`src/common/wdp_pkg.sv`:
```
// Package with register map, field layout and timing constants of the watchdog block.
package wdp_pkg;

  // ----------------------------------------------------------------------------
  // Register map
  // ----------------------------------------------------------------------------
  localparam logic [3:0] WDP_ADDR_WDCTL  = 4'h0;
  localparam logic [3:0] WDP_ADDR_OPTION = 4'h4;
  localparam logic [3:0] WDP_ADDR_STATUS = 4'h8;

  // ----------------------------------------------------------------------------
  // Reset values and fields
  // ----------------------------------------------------------------------------
  localparam logic [7:0] WDP_WDCTL_RST   = 8'h08;
  localparam logic [7:0] WDP_OPTION_RST  = 8'hff;
  localparam logic [7:0] WDP_WDCTL_MASK  = 8'h1f;
  localparam int         WDP_PSA_BIT     = 3;
  localparam logic [3:0] WDP_PS_MAXCODE  = 4'hb;
  localparam int         WDP_PS_BASE_LOG = 5;

  // ----------------------------------------------------------------------------
  // Timing
  // ----------------------------------------------------------------------------
  localparam int WDP_LFOSC_HZ    = 31000;
  localparam int WDP_SYS_HZ      = 100000000;
  localparam int WDP_LF_DIV      = WDP_SYS_HZ / WDP_LFOSC_HZ;
  localparam int WDP_OST_PERIODS = 1024;

endpackage

```
`src/hw/wdp_top.sv`:
```
// Watchdog timer with programmable and shared prescalers behind a Wishbone slave.
//
// Added by the designer: the Wishbone register port and the address map.
`timescale 1ns/1ps
// Operation
// - Watchdog counts only ticks of the 31 kHz low frequency oscillator.
// - Sixteen bit prescaler divides oscillator ticks by 32 up to 65536.
// - Eight bit prescaler serves either the watchdog or the general timer.
// - Period choices span roughly 1 ms to 268 seconds; the code reaches about 541 seconds with the shared prescaler at 1:256.
// - Every reset loads control value 0x08, 16 ms base, soft enable clear.
// - Oscillator status output ignores watchdog use of the oscillator.
// - Watchdog is held cleared while the start-up counter runs.
// - After start-up count ends, enabled watchdog counts from zero.
// - Configuration enable set forces watchdog on, soft enable ignored.
// - With configuration enable clear, bit 0 turns watchdog on or off.
// - Bits 4 to 1 select ratio 1:32 doubling to 1:65536; codes above reserved.
// - Disable, clear instruction, oscillator fail and fast wake clear the count.
// - Wake with crystal clock holds watchdog cleared until start-up ends.
// - Start-up counter counts 1024 slow clock periods.
// - Prescaler assign bit and rate field steer the shared prescaler.
module wdp_top #(
  parameter int LF_DIV   = wdp_pkg::WDP_LF_DIV,
  parameter int OST_LEN  = wdp_pkg::WDP_OST_PERIODS
) (
  input  wire logic        clk_sys,
  input  wire logic        arst_n,
  input  wire logic        wb_cyc_i,
  input  wire logic        wb_stb_i,
  input  wire logic        wb_we_i,
  input  wire logic [3:0]  wb_adr_i,
  input  wire logic [31:0] wb_dat_i,
  input  wire logic [3:0]  wb_sel_i,
  output logic [31:0]      wb_dat_o,
  output logic             wb_ack_o,
  input  wire logic        watchdog_config_enable,
  input  wire logic        clear_watchdog_instr,
  input  wire logic        osc_fail,
  input  wire logic        wake_event,
  input  wire logic        wake_crystal,
  input  wire logic        core_sleeping,
  input  wire logic        low_freq_osc_on,
  output logic             low_freq_osc_status,
  output logic             watchdog_reset,
  output logic             watchdog_wake,
  output logic             timer_prescaler_free
);
  import wdp_pkg::*;

  // ----------------------------------------------------------------------------
  // State
  // ----------------------------------------------------------------------------
  // Run normally, or hold the count while the start-up counter borrows the chain.
  typedef enum logic [0:0] {WDP_RUN, WDP_OST} wdp_mode_t;

  // All registered state of the block.
  typedef struct packed {
    logic [7:0]  wdctl;
    logic [7:0]  option;
    logic        ack;
    logic [31:0] rdata;
    logic [1:0]  cfg_sync;
    logic [15:0] lf_cnt;
    logic        lf_tick;
    logic [15:0] pre16;
    logic [7:0]  pre8;
    logic [10:0] ost_cnt;
    wdp_mode_t   mode;
    logic        rst_pulse;
    logic        wake_pulse;
  } wdp_state_t;

  // Current state and the value it takes at the next edge.
  wdp_state_t st_r;
  wdp_state_t st_nxt;

  // Decoded controls and prescaler terminal counts.
  logic        enabled;
  logic        wr_en;
  logic        rd_en;
  logic        clr_cnt;
  logic        pre16_hit;
  logic        pre8_hit;
  logic        wdt_ovf;
  logic [3:0]  ps_code;
  logic [15:0] ratio_mask;
  logic [7:0]  ps8_mask;

  // Effective enable and decoded period masks.
  assign enabled  = st_r.cfg_sync[1] | st_r.wdctl[0];
  assign ps_code  = (st_r.wdctl[4:1] > WDP_PS_MAXCODE) ? WDP_PS_MAXCODE : st_r.wdctl[4:1];
  assign ratio_mask = 16'((32'h1 << (32'(ps_code) + WDP_PS_BASE_LOG)) - 32'h1);
  assign ps8_mask = 8'((32'h1 << (32'(st_r.option[2:0]) + 1)) - 32'h1);
  // Bus strobes; a request is taken only while ack is low, so it acts once.
  assign wr_en    = wb_cyc_i & wb_stb_i & wb_we_i & ~st_r.ack;
  assign rd_en    = wb_cyc_i & wb_stb_i & ~wb_we_i & ~st_r.ack;
  // Clear sources of the watchdog count; any of them wins over a tick.
  assign clr_cnt  = ~enabled | clear_watchdog_instr | osc_fail
                  | (wake_event & ~wake_crystal) | (st_r.mode == WDP_OST);
  // Prescaler terminal counts, only meaningful on an oscillator tick.
  assign pre16_hit = st_r.lf_tick & ((st_r.pre16 & ratio_mask) == ratio_mask);
  assign pre8_hit  = pre16_hit & ((st_r.pre8 & ps8_mask) == ps8_mask);
  // Shared prescaler only counts for the watchdog when assigned to it.
  assign wdt_ovf  = ~clr_cnt & (st_r.option[WDP_PSA_BIT] ? pre8_hit : pre16_hit);

  // ----------------------------------------------------------------------------
  // Next state
  // ----------------------------------------------------------------------------
  // Bus slave, oscillator tick, prescalers, start-up counter and overflow.
  always_comb begin
    st_nxt = st_r;
    st_nxt.ack = wb_cyc_i & wb_stb_i & ~st_r.ack;
    st_nxt.cfg_sync = {st_r.cfg_sync[0], watchdog_config_enable};
    // Register writes; a cleared low byte lane or an unmapped offset is ignored.
    if (wr_en && wb_sel_i[0]) begin
      unique case (wb_adr_i)
        WDP_ADDR_WDCTL:  st_nxt.wdctl = wb_dat_i[7:0] & WDP_WDCTL_MASK;
        WDP_ADDR_OPTION: st_nxt.option = wb_dat_i[7:0];
        default: ;
      endcase
    end
    // Read data is captured with the request and held until the next read.
    if (rd_en) begin
      unique case (wb_adr_i)
        WDP_ADDR_WDCTL:  st_nxt.rdata = {24'h0, st_r.wdctl};
        WDP_ADDR_OPTION: st_nxt.rdata = {24'h0, st_r.option};
        WDP_ADDR_STATUS: st_nxt.rdata = {30'h0, st_r.mode == WDP_OST, enabled};
        default:         st_nxt.rdata = 32'h0;
      endcase
    end
    // Low frequency tick derived from the system clock.
    st_nxt.lf_tick = 1'b0;
    if (st_r.lf_cnt >= 16'(LF_DIV - 1)) begin
      st_nxt.lf_cnt  = 16'h0;
      st_nxt.lf_tick = 1'b1;
    end else begin
      st_nxt.lf_cnt = st_r.lf_cnt + 16'h1;
    end
    // Start-up counter reuses the watchdog ripple chain.
    unique case (st_r.mode)
      WDP_RUN: begin
        if (wake_event && wake_crystal) begin
          st_nxt.mode = WDP_OST;
          st_nxt.ost_cnt = 11'h0;
        end
      end
      WDP_OST: begin
        if (st_r.lf_tick) begin
          st_nxt.ost_cnt = st_r.ost_cnt + 11'h1;
          if (st_r.ost_cnt == 11'(OST_LEN - 1)) begin
            st_nxt.mode = WDP_RUN;
          end
        end
      end
    endcase
    // Prescaler chain; a clear or an overflow restarts both stages.
    if (clr_cnt || wdt_ovf) begin
      st_nxt.pre16 = 16'h0;
      st_nxt.pre8  = 8'h0;
    end else if (st_r.lf_tick) begin
      st_nxt.pre16 = pre16_hit ? 16'h0 : st_r.pre16 + 16'h1;
      if (pre16_hit && st_r.option[WDP_PSA_BIT]) begin
        st_nxt.pre8 = st_r.pre8 + 8'h1;
      end
    end
    // Overflow becomes a reset pulse when awake and a wake pulse in sleep.
    st_nxt.rst_pulse  = wdt_ovf & ~core_sleeping;
    st_nxt.wake_pulse = wdt_ovf & core_sleeping;
    // A watchdog reset reloads both control registers to their reset values.
    if (st_r.rst_pulse) begin
      st_nxt.wdctl  = WDP_WDCTL_RST;
      st_nxt.option = WDP_OPTION_RST;
    end
  end

  // Register the whole state.
  always_ff @(posedge clk_sys or negedge arst_n) begin
    if (!arst_n) begin
      st_r        <= '0;
      st_r.wdctl  <= WDP_WDCTL_RST;
      st_r.option <= WDP_OPTION_RST;
      st_r.mode   <= WDP_RUN;
    end else begin
      st_r <= st_nxt;
    end
  end

  // Outputs.
  assign wb_ack_o = st_r.ack;
  assign wb_dat_o = st_r.rdata;
  assign low_freq_osc_status  = low_freq_osc_on;
  assign watchdog_reset       = st_r.rst_pulse;
  assign watchdog_wake        = st_r.wake_pulse;
  assign timer_prescaler_free = ~st_r.option[WDP_PSA_BIT];

  // ----------------------------------------------------------------------------
  // Assertions
  // ----------------------------------------------------------------------------
  // The acknowledge lasts a single cycle.
  a_ack_one_cycle: assert property (@(posedge clk_sys) disable iff (!arst_n)
    wb_ack_o |=> !wb_ack_o) else $error("ack held two cycles");

  // An acknowledge only answers a request that stood in the cycle before.
  a_ack_needs_req: assert property (@(posedge clk_sys) disable iff (!arst_n)
    wb_ack_o |-> $past(wb_cyc_i && wb_stb_i)) else $error("ack without request");

  // A control write lands at the next edge, with the upper bits masked.
  a_write_takes: assert property (@(posedge clk_sys) disable iff (!arst_n)
    wr_en && wb_sel_i[0] && wb_adr_i == WDP_ADDR_WDCTL && !st_r.rst_pulse |=>
    st_r.wdctl == (($past(wb_dat_i[7:0])) & WDP_WDCTL_MASK)) else $error("write lost");

  // A timer option write lands whole at the next edge.
  a_option_write: assert property (@(posedge clk_sys) disable iff (!arst_n)
    wr_en && wb_sel_i[0] && wb_adr_i == WDP_ADDR_OPTION && !st_r.rst_pulse |=>
    st_r.option == $past(wb_dat_i[7:0])) else $error("option write lost");

  // A write with the low byte lane off leaves both registers alone.
  a_sel_blocks: assert property (@(posedge clk_sys) disable iff (!arst_n)
    wr_en && !wb_sel_i[0] && !st_r.rst_pulse |=>
    $stable(st_r.wdctl) && $stable(st_r.option)) else $error("masked write landed");

  // Reading the timer option returns the register as it stood.
  a_option_read: assert property (@(posedge clk_sys) disable iff (!arst_n)
    rd_en && wb_adr_i == WDP_ADDR_OPTION |=>
    wb_dat_o == {24'h0, $past(st_r.option)}) else $error("option read wrong");

  // Reading an unmapped offset returns zero.
  a_unmapped_zero: assert property (@(posedge clk_sys) disable iff (!arst_n)
    rd_en && wb_adr_i != WDP_ADDR_WDCTL && wb_adr_i != WDP_ADDR_OPTION
    && wb_adr_i != WDP_ADDR_STATUS |=> wb_dat_o == 32'h0) else $error("unmapped read");

  // The unused control bits never hold a one.
  a_ctl_high_zero: assert property (@(posedge clk_sys) disable iff (!arst_n)
    st_r.wdctl[7:5] == 3'h0) else $error("control high bits set");

  // ----------------------------------------------------------------------------
  // Enable and clear sources
  // ----------------------------------------------------------------------------
  // The synchronised configuration enable forces the watchdog on.
  a_cfg_forces_on: assert property (@(posedge clk_sys) disable iff (!arst_n)
    st_r.cfg_sync[1] |-> enabled) else $error("config enable ignored");

  // A disabled watchdog never resets the core.
  a_off_no_reset: assert property (@(posedge clk_sys) disable iff (!arst_n)
    !enabled |=> !watchdog_reset) else $error("reset while off");

  // A disabled watchdog keeps both prescalers cleared.
  a_disabled_clear: assert property (@(posedge clk_sys) disable iff (!arst_n)
    !enabled |=> st_r.pre16 == 16'h0 && st_r.pre8 == 8'h0) else $error("count while off");

  // The clear instruction restarts the count.
  a_clear_instr: assert property (@(posedge clk_sys) disable iff (!arst_n)
    clear_watchdog_instr |=> st_r.pre16 == 16'h0) else $error("clear missed");

  // An oscillator failure restarts the count.
  a_osc_fail_clear: assert property (@(posedge clk_sys) disable iff (!arst_n)
    osc_fail |=> st_r.pre16 == 16'h0 && st_r.pre8 == 8'h0) else $error("fail clear missed");

  // A wake without a crystal clock restarts the count.
  a_fast_wake_clear: assert property (@(posedge clk_sys) disable iff (!arst_n)
    wake_event && !wake_crystal |=> st_r.pre16 == 16'h0) else $error("wake clear missed");

  // ----------------------------------------------------------------------------
  // Start-up counter
  // ----------------------------------------------------------------------------
  // A wake with a crystal clock starts the start-up count.
  a_crystal_ost: assert property (@(posedge clk_sys) disable iff (!arst_n)
    wake_event && wake_crystal && st_r.mode == WDP_RUN |=> st_r.mode == WDP_OST)
    else $error("start-up not entered");

  // No overflow comes out while the start-up counter owns the chain.
  a_ost_no_ovf: assert property (@(posedge clk_sys) disable iff (!arst_n)
    st_r.mode == WDP_OST |=> !watchdog_reset && !watchdog_wake) else $error("ovf in startup");

  // The watchdog count stays cleared during the start-up count.
  a_ost_holds_clear: assert property (@(posedge clk_sys) disable iff (!arst_n)
    st_r.mode == WDP_OST |=> st_r.pre16 == 16'h0) else $error("count during startup");

  // The start-up count never ends before its last tick.
  a_ost_stays: assert property (@(posedge clk_sys) disable iff (!arst_n)
    st_r.mode == WDP_OST && !(st_r.lf_tick && st_r.ost_cnt == 11'(OST_LEN - 1)) |=>
    st_r.mode == WDP_OST) else $error("startup ended early");

  // The start-up counter stays below its length while running.
  a_ost_count_max: assert property (@(posedge clk_sys) disable iff (!arst_n)
    st_r.mode == WDP_OST |-> st_r.ost_cnt < 11'(OST_LEN)) else $error("startup overrun");

  // The last start-up tick hands the chain back to the watchdog.
  a_ost_release: assert property (@(posedge clk_sys) disable iff (!arst_n)
    st_r.mode == WDP_OST && st_r.lf_tick && st_r.ost_cnt == 11'(OST_LEN - 1) |=>
    st_r.mode == WDP_RUN) else $error("startup not released");

  // ----------------------------------------------------------------------------
  // Time base and overflow
  // ----------------------------------------------------------------------------
  // Oscillator ticks are single cycles; this needs a divider of two or more.
  a_tick_spacing: assert property (@(posedge clk_sys) disable iff (!arst_n)
    st_r.lf_tick |=> !st_r.lf_tick) else $error("tick too long");

  // The tick divider stays inside its range.
  a_lf_cnt_range: assert property (@(posedge clk_sys) disable iff (!arst_n)
    st_r.lf_cnt < 16'(LF_DIV)) else $error("divider out of range");

  // Reserved period codes fall back to the longest ratio.
  a_ps_code_clamp: assert property (@(posedge clk_sys) disable iff (!arst_n)
    ps_code <= WDP_PS_MAXCODE) else $error("period code out of range");

  // With the shared prescaler given to the timer, the watchdog never advances it.
  a_pre8_parked: assert property (@(posedge clk_sys) disable iff (!arst_n)
    !st_r.option[WDP_PSA_BIT] |=> st_r.pre8 == $past(st_r.pre8) || st_r.pre8 == 8'h0)
    else $error("shared prescaler moved");

  // An overflow pulse always follows an oscillator tick.
  a_ovf_on_tick: assert property (@(posedge clk_sys) disable iff (!arst_n)
    watchdog_reset || watchdog_wake |-> $past(st_r.lf_tick)) else $error("ovf off tick");

  // The reset pulse lasts a single cycle.
  a_reset_one_cycle: assert property (@(posedge clk_sys) disable iff (!arst_n)
    watchdog_reset |=> !watchdog_reset) else $error("reset pulse too long");

  // A wake pulse only comes out of sleep, never with a reset.
  a_sleep_wake: assert property (@(posedge clk_sys) disable iff (!arst_n)
    watchdog_wake |-> $past(core_sleeping) && !watchdog_reset) else $error("bad wake");

  // A reset pulse only comes while the core is awake.
  a_reset_awake: assert property (@(posedge clk_sys) disable iff (!arst_n)
    watchdog_reset |-> !$past(core_sleeping)) else $error("reset while sleeping");

  // A watchdog reset reloads the control register.
  a_reset_reload: assert property (@(posedge clk_sys) disable iff (!arst_n)
    watchdog_reset |=> st_r.wdctl == WDP_WDCTL_RST) else $error("no reload");

  // The oscillator status follows only its own enable.
  a_status_follows: assert property (@(posedge clk_sys) disable iff (!arst_n)
    low_freq_osc_status == low_freq_osc_on) else $error("status follows watchdog");

  // Main scenarios: overflow awake and asleep, start-up end, forced on, clear.
  c_reset_seen: cover property (@(posedge clk_sys) disable iff (!arst_n) watchdog_reset);
  c_wake_seen: cover property (@(posedge clk_sys) disable iff (!arst_n) watchdog_wake);
  c_ost_end: cover property (@(posedge clk_sys) disable iff (!arst_n)
    st_r.mode == WDP_OST ##1 st_r.mode == WDP_RUN);
  c_cfg_forced: cover property (@(posedge clk_sys) disable iff (!arst_n)
    st_r.cfg_sync[1] && watchdog_reset);
  c_clear_seen: cover property (@(posedge clk_sys) disable iff (!arst_n)
    clear_watchdog_instr && enabled);
endmodule

```
`config.mk`:
```
export PLATFORM = sky130hd
export DESIGN_NAME = wdp_top
export DESIGN_NICKNAME = d
export VERILOG_FILES = /design/src/common/wdp_pkg.sv /design/src/hw/wdp_top.sv
export SDC_FILE = /design/constraint.sdc
export NUM_CORES = 1
export LEC_CHECK = 0
export BUFFER_PORTS_ARGS = -buffer_cell sky130_fd_sc_hd__buf_2
export CAP_MARGIN = 25
export CORE_MARGIN = 1
export CORE_UTILIZATION = 45
export CTS_BUF_LIST = sky130_fd_sc_hd__clkbuf_2 sky130_fd_sc_hd__clkbuf_4 sky130_fd_sc_hd__clkbuf_8
export CTS_CLUSTER_DIAMETER = 60
export DETAILED_ROUTE_END_ITERATION = 8
export HOLD_SLACK_MARGIN = 0.02
export PLACE_DENSITY_LB_ADDON = 0.05
export RECOVER_POWER = 50
export SLEW_MARGIN = 40
export SYNTH_ARGS = -nofsm -noshare
export SYNTH_HDL_FRONTEND = slang
export SYNTH_SLANG_ARGS = --single-unit
```
`constraint.sdc`:
```
create_clock -name clk_sys -period 4.1 [get_ports clk_sys]
set_input_delay 0.615 -clock clk_sys [delete_from_list [all_inputs] [get_ports clk_sys]]
set_output_delay 0.615 -clock clk_sys [all_outputs]
set_load 0.02 [all_outputs]
```
==> results of run 1 <==
==> how the worst max path moves through the flow <==
stage	cells past startpoint	endpoint	slack, ns	start
after floorplan	11	watchdog_reset	1.04	st_r[91]
after global placement	10	st_r[19]	0.68	st_r[90]
after detailed placement	9	watchdog_reset	0.66	st_r[90]
after CTS	9	watchdog_reset	0.65	st_r[90]
after global routing	10	st_r[18]	0.41	st_r[91]
final	9	watchdog_reset	0.62	st_r[90]
==> critical path: cells and delay by family, from the launching register on <==
kind / cells / cell delay (ns)
AOI/OAI and AO/OA: 3 / 1.05
DFF: 1 / 0.68
and+or+nand+nor: 4 / 1.01
adders and majority gates: 2 / 0.65
==> power by group through the flow <==
stage | Clock (mW) | Combinational [mW] | Sequential (mW)
finish | 0.584 | 0.225 | 0.903
floorplan | 0 | 0.200 | 0.897
detailed placement | 0 | 0.227 | 0.917
global placement | 0 | 0.222 | 0.917
CTS | 0.607 | 0.228 | 0.902
global route | 0.643 | 0.263 | 0.914
==> flip-flops by register name, summed over array words and instances (netlist names) <==
signal and count:
st_nxt 1, st_r 67, watchdog_reset 1, watchdog_wake 1
wb_ack_o 1, wb_dat_o 8
==> logic make-up after synthesis <==
group | synth area share [%]
and+or+nand+nor | 22.0
AOI/OAI and AO/OA | 13.9
DFF | 45.1
buffers and inverters | 8.57
xor gates and xnor gates | 4.77
muxes | 2.72
adders and majority gates | 2.78
other | 0.170
==> placed cells by master, fill, tap and decap left out, types with 4 or more instances in the layout <==
cell type and instances:
dfrtp_1 70, nor2_1 56, nand2_1 43, buf_2 34, conb_1 30, nand3_1 25
o21ai_0 17, inv_1 14, xor2_1 14, a21oi_1 13, mux2i_1 12, nor2b_1 11
and3_1 10, xnor2_1 10, nor3_1 10, clkbuf_8 10, nand4_1 9, a211o_1 9
ha_1 9, dfstp_2 9, nand2b_1 7, a22o_1 6, a31oi_1 5, o211ai_1 5
o21ai_1 5, or3_1 4
==> cells in the mapped netlist (10+ instances only) <==
| cell type | number | share of area (%) |
|---|---|---|
| nor3_1 | 10 | 1.1 |
| dfrtp_1 | 70 | 40 |
| nor2_1 | 57 | 4.9 |
| mux2i_1 | 12 | 2.7 |
| buf_4 | 34 | 5.8 |
| nand3_1 | 25 | 2.8 |
| a21oi_1 | 13 | 1.5 |
| and3_1 | 10 | 1.4 |
| xor2_1 | 14 | 2.8 |
| nor2b_1 | 11 | 1.6 |
| inv_1 | 14 | 1.2 |
| nand2_1 | 43 | 3.7 |
| xnor2_1 | 10 | 2.0 |
| o21ai_0 | 17 | 1.9 |
==> cell type report <==
type	count	share of cell area, %
repair buffers	36	3.85
clock inverters	5	1.21
flip-flops and latches	79	41.9
multi-input cells	357	45.5
clock buffers	11	3.06
inverters	14	1.11
well taps	129	3.40
==> per-stage QoR <==
stage | cells | power (mW)
finish | 631 | 1.71
detailed placement | 615 | 1.14
CTS | 631 | 1.74
global route | 631 | 1.82
floorplan | 500 | 1.10
global placement | 615 | 1.14
==> layer usage <==
metal,share of wire (%),vias up,global-route usage (%)
met4,1.3,0,7.36
met1,51,1525,25.5
li1,-,1639,-
met5,0,-,0
met3,3.3,8,3.40
met2,44,62,27.4
==> results.tsv, run 1 <==
metric	value	unit
die_w	101	microns
power_switching	473	uW
combPwrFrac	13.1	%
multi_input_comb_area	0.00216	sq mm
crit_path_max_fanout	16	
timing.fmax	288	MHz
hp-start	st_nxt[56]	
start_kind	flop	
clock_skew	0.00789	ns
period_share	84.8	%
cts_resized	0	
min_path_cells	0	
hold_path.class	reg2reg	
fp.dieH	101	microns
drive_gt1_share	15.3	%
reg2reg_depth	9	
maxCapViolations	1	
yosys_warnings	0	
overflow	0	
vias_per_cell	5.13	
post-place-ws	0.664	ns
path_cells	and2_2, ha_1, or3b_4, ha_1, a32o_1, a311o_2, nor4_4, nand2_2, a2111oi_4	
insertion_delay	0.35	ns
reg2reg_from	st_r[90]	
wire_per_inst	13.4	microns
p_leak	2.13	nW
cpMostUsedCell	ha_1	
clock-sinks	79	
antenna_cells	0	
ys_seq_elements	79	
hold_end	st_r[56]	
critPathCaptureType	flop	
grt_max_degree	80	
reg2reg_to	watchdog_reset	
ant_nets	0	
tritoncts	done	
grt_pass1_vias	3006	
root_buffer	clkbuf_8	
fp.dieArea	0.0102	sq mm
violations	capacitance limit, slew limit	
relSlewSlack	-28.9	%
ys.flop_type	dfrtp_1	
synth_cell_types	61	
cts_hold_buf	0	
path_clk_slew	0.08	ns
grt_setup_unrepaired	false	
hpwl	6020	microns
routed-via-count	3234	
period_needed	3.48	ns
fin_tns_setup	0	ns
cts_made_buffers	9	
crit_arrival	3.72	ns
avgSynthCellArea	9.34	sq um
grt_pass1_wl	14400	microns
fin_nets	558	
dr.first_iter.drc_count	163	
coreArea	0.00937	sq mm
antenna_found_initial	0	
final_area	0.00474	sq mm
rrSetupSlack	0.62	ns
io_buffers	35	
regArea	0.00199	sq mm
power_density	361	mW/mm^2
async_flop_share	100	%
switching_share	27.6	%
irDropWorstVdd	0.181	mV
ioPinCount	89	
postSynthCellCount	472	
first_pass_iters	4	
status	finished, violations left	
grt_usage	18.1	%
clock_path_buffers	2	
finalSetupViolations	0	
p_clk_share	34.1	%
cpMaxStageDelayCell	dfstp_2	
fin_util	50.6	%
htreeDepth	3	
hold_viol_final	0	
holdWs	0.354	ns
rows	35	
start_util	47.0	%
slew_viol_final	80	
path_class	reg2reg	
areaGrowthSynthToFinish	7.60	%
fill_cells	915	
synth-seq-area-share	45.1	%
cts_setup_buffers	0	
internal_power	1.24	mW
timing.final.ws_setup	0.625	ns
place_congestion	0.771	
synth-edff-count	0	
slowest_delay	0.68	ns
required	4.34	ns
syn_area	0.00441	sq mm
drt-total-wl	8490	microns
drc	0	
power_frac_seq	52.8	%
post_dp_cell_area	0.00454	sq mm
worst_slew_pin_slew	1.93	ns
No activity file was read; power rests on OpenSTA's default activity.
==> run 2, diff against run 1 <==
clock period = 3.45 ns   (was 4.1 ns; I/O delays follow)
==> results.tsv, run 2 (synthesis gave the netlist of run 1 again) <==
metric	value	unit
ioPinCount	89	
antenna_found_initial	0	
drt-total-wl	8570	microns
clock-sinks	79	
regArea	0.00199	sq mm
cts_setup_buffers	0	
cts_resized	0	
clock_skew	0.0146	ns
power_density	417	mW/mm^2
critPathCaptureType	flop	
start_kind	flop	
p_leak	2.15	nW
coreArea	0.00937	sq mm
grt_pass1_wl	14500	microns
ant_nets	0	
fp.dieH	101	microns
drive_gt1_share	15.6	%
routed-via-count	3318	
rows	35	
hpwl	6070	microns
dp.cells	619	
fin_util	51.2	%
antenna_cells	0	
largest_register	st_r	
path_clk_slew	0.08	ns
grt_max_degree	80	
drc	0	
status	finished clean	
layout_commonest_cell	dfrtp_1	
tritoncts	done	
period_needed	3.17	ns
cts_made_buffers	9	
finalSetupViolations	0	
largest_register_ffs	67	
grt_pass1_vias	3059	
root_buffer	clkbuf_8	
slew_viol_final	0	
grt-busiest-layer	met2	
holdWs	0.277	ns
timing.fmax	316	MHz
grt.met3_usage	3.19	%
post_dp_cell_area	0.00457	sq mm
hold_viol_final	0	
required	3.69	ns
grt_util_met2	28.9	%
place_congestion	0.767	
htreeDepth	3	
irDropWorstVdd	0.216	mV
die_w	101	microns
dr.first_iter.drc_count	97	
fin_tns_setup	0	ns
grt_setup_unrepaired	false	
io_buffers	35	
finalNonFillerCells	637	
grt_usage	18.2	%
period_share	91.7	%
clock_path_buffers	2	
wire_per_inst	13.5	microns
overflow	0	
grtUsageMet1	24.8	%
first_pass_iters	4	
areaGrowthSynthToFinish	8.80	%
cts_hold_buf	0	
insertion_delay	0.35	ns
maxCapViolations	0	
multi_input_comb_area	0.00215	sq mm
fp.dieArea	0.0102	sq mm
crit_arrival	3.40	ns
vias_per_cell	5.21	
fin_nets	564	
worst_slew_pin_slew	1.39	ns
final_area	0.00480	sq mm
relSlewSlack	7.46	%
fill_cells	923	
start_util	47.0	%
path_class	reg2reg	
layout_common_cells	dfrtp_1, nor2_1, nand2_1, buf_2, conb_1	
hold_path.class	in2reg	
crit_path_max_fanout	9	
## run 2: where the power goes
| part | total (mW) | leakage (nW) | internal, mW | switching (mW) |
|---|---|---|---|---|
| logic | 0.283 | 1.04 | 0.116 | 0.167 |
| registers | 1.07 | 1.02 | 1.00 | 0.0676 |
| clock network | 0.651 | 0.0882 | 0.304 | 0.347 |
| total | 2.00 | 2.15 | 1.42 | 0.582 |
## run 2: metal layers
metal  share of wire [%]  wire length (microns)  vias to the layer above
met5                   0                      0                        -
met2                  45                   3880                       62
met4                 1.2                    102                        0
met3                 3.8                    328                        8
met1                  50                   4260                     1591
li1                    -                      -                     1657
## run 2: cell type report
cell class	instances	share of cell area [%]
Multi-Input combinational cell	357	44.9
Sequential cell	79	41.4
Timing Repair Buffer	42	5.19
Tap cell	129	3.36
Clock buffer	11	3.16
Inverter	14	1.10
Clock inverter	5	0.835
## run 2: through the flow
step           worst slack [ns]  total power [mW]
6_report                  0.285              2.00
3_5_place_dp              0.306              1.36
3_3_place_gp              0.310              1.36
4_1_cts                   0.279              2.03
2_1_floorplan             0.394              1.30
5_1_grt                  0.0906              2.13
## run 2: critical path: stages (launching register included)
cell       delay, ns
dfstp_2         0.59
inv_1           0.09
ha_1            0.30
or3b_4          0.39
ha_1            0.32
a32o_1          0.29
a311o_2         0.41
nor4_4          0.19
nand2_2         0.14
a2111oi_4       0.35
## run 2: final timing paths
path	startpoint	end	slack (ns)	cells past startpoint
setup / recovery	st_r[92]	watchdog_reset	0.28	9
hold / removal	watchdog_config_enable	st_nxt[56]	0.28	1
setup reg to reg	st_r[92]	watchdog_reset	0.28	9
hold reg to reg	st_nxt[56]	st_r[56]	0.35	0
min in group asynchronous	arst_n	wb_dat_o[6]	1.01	2
max in group asynchronous	arst_n	st_r[90]	1.48	3
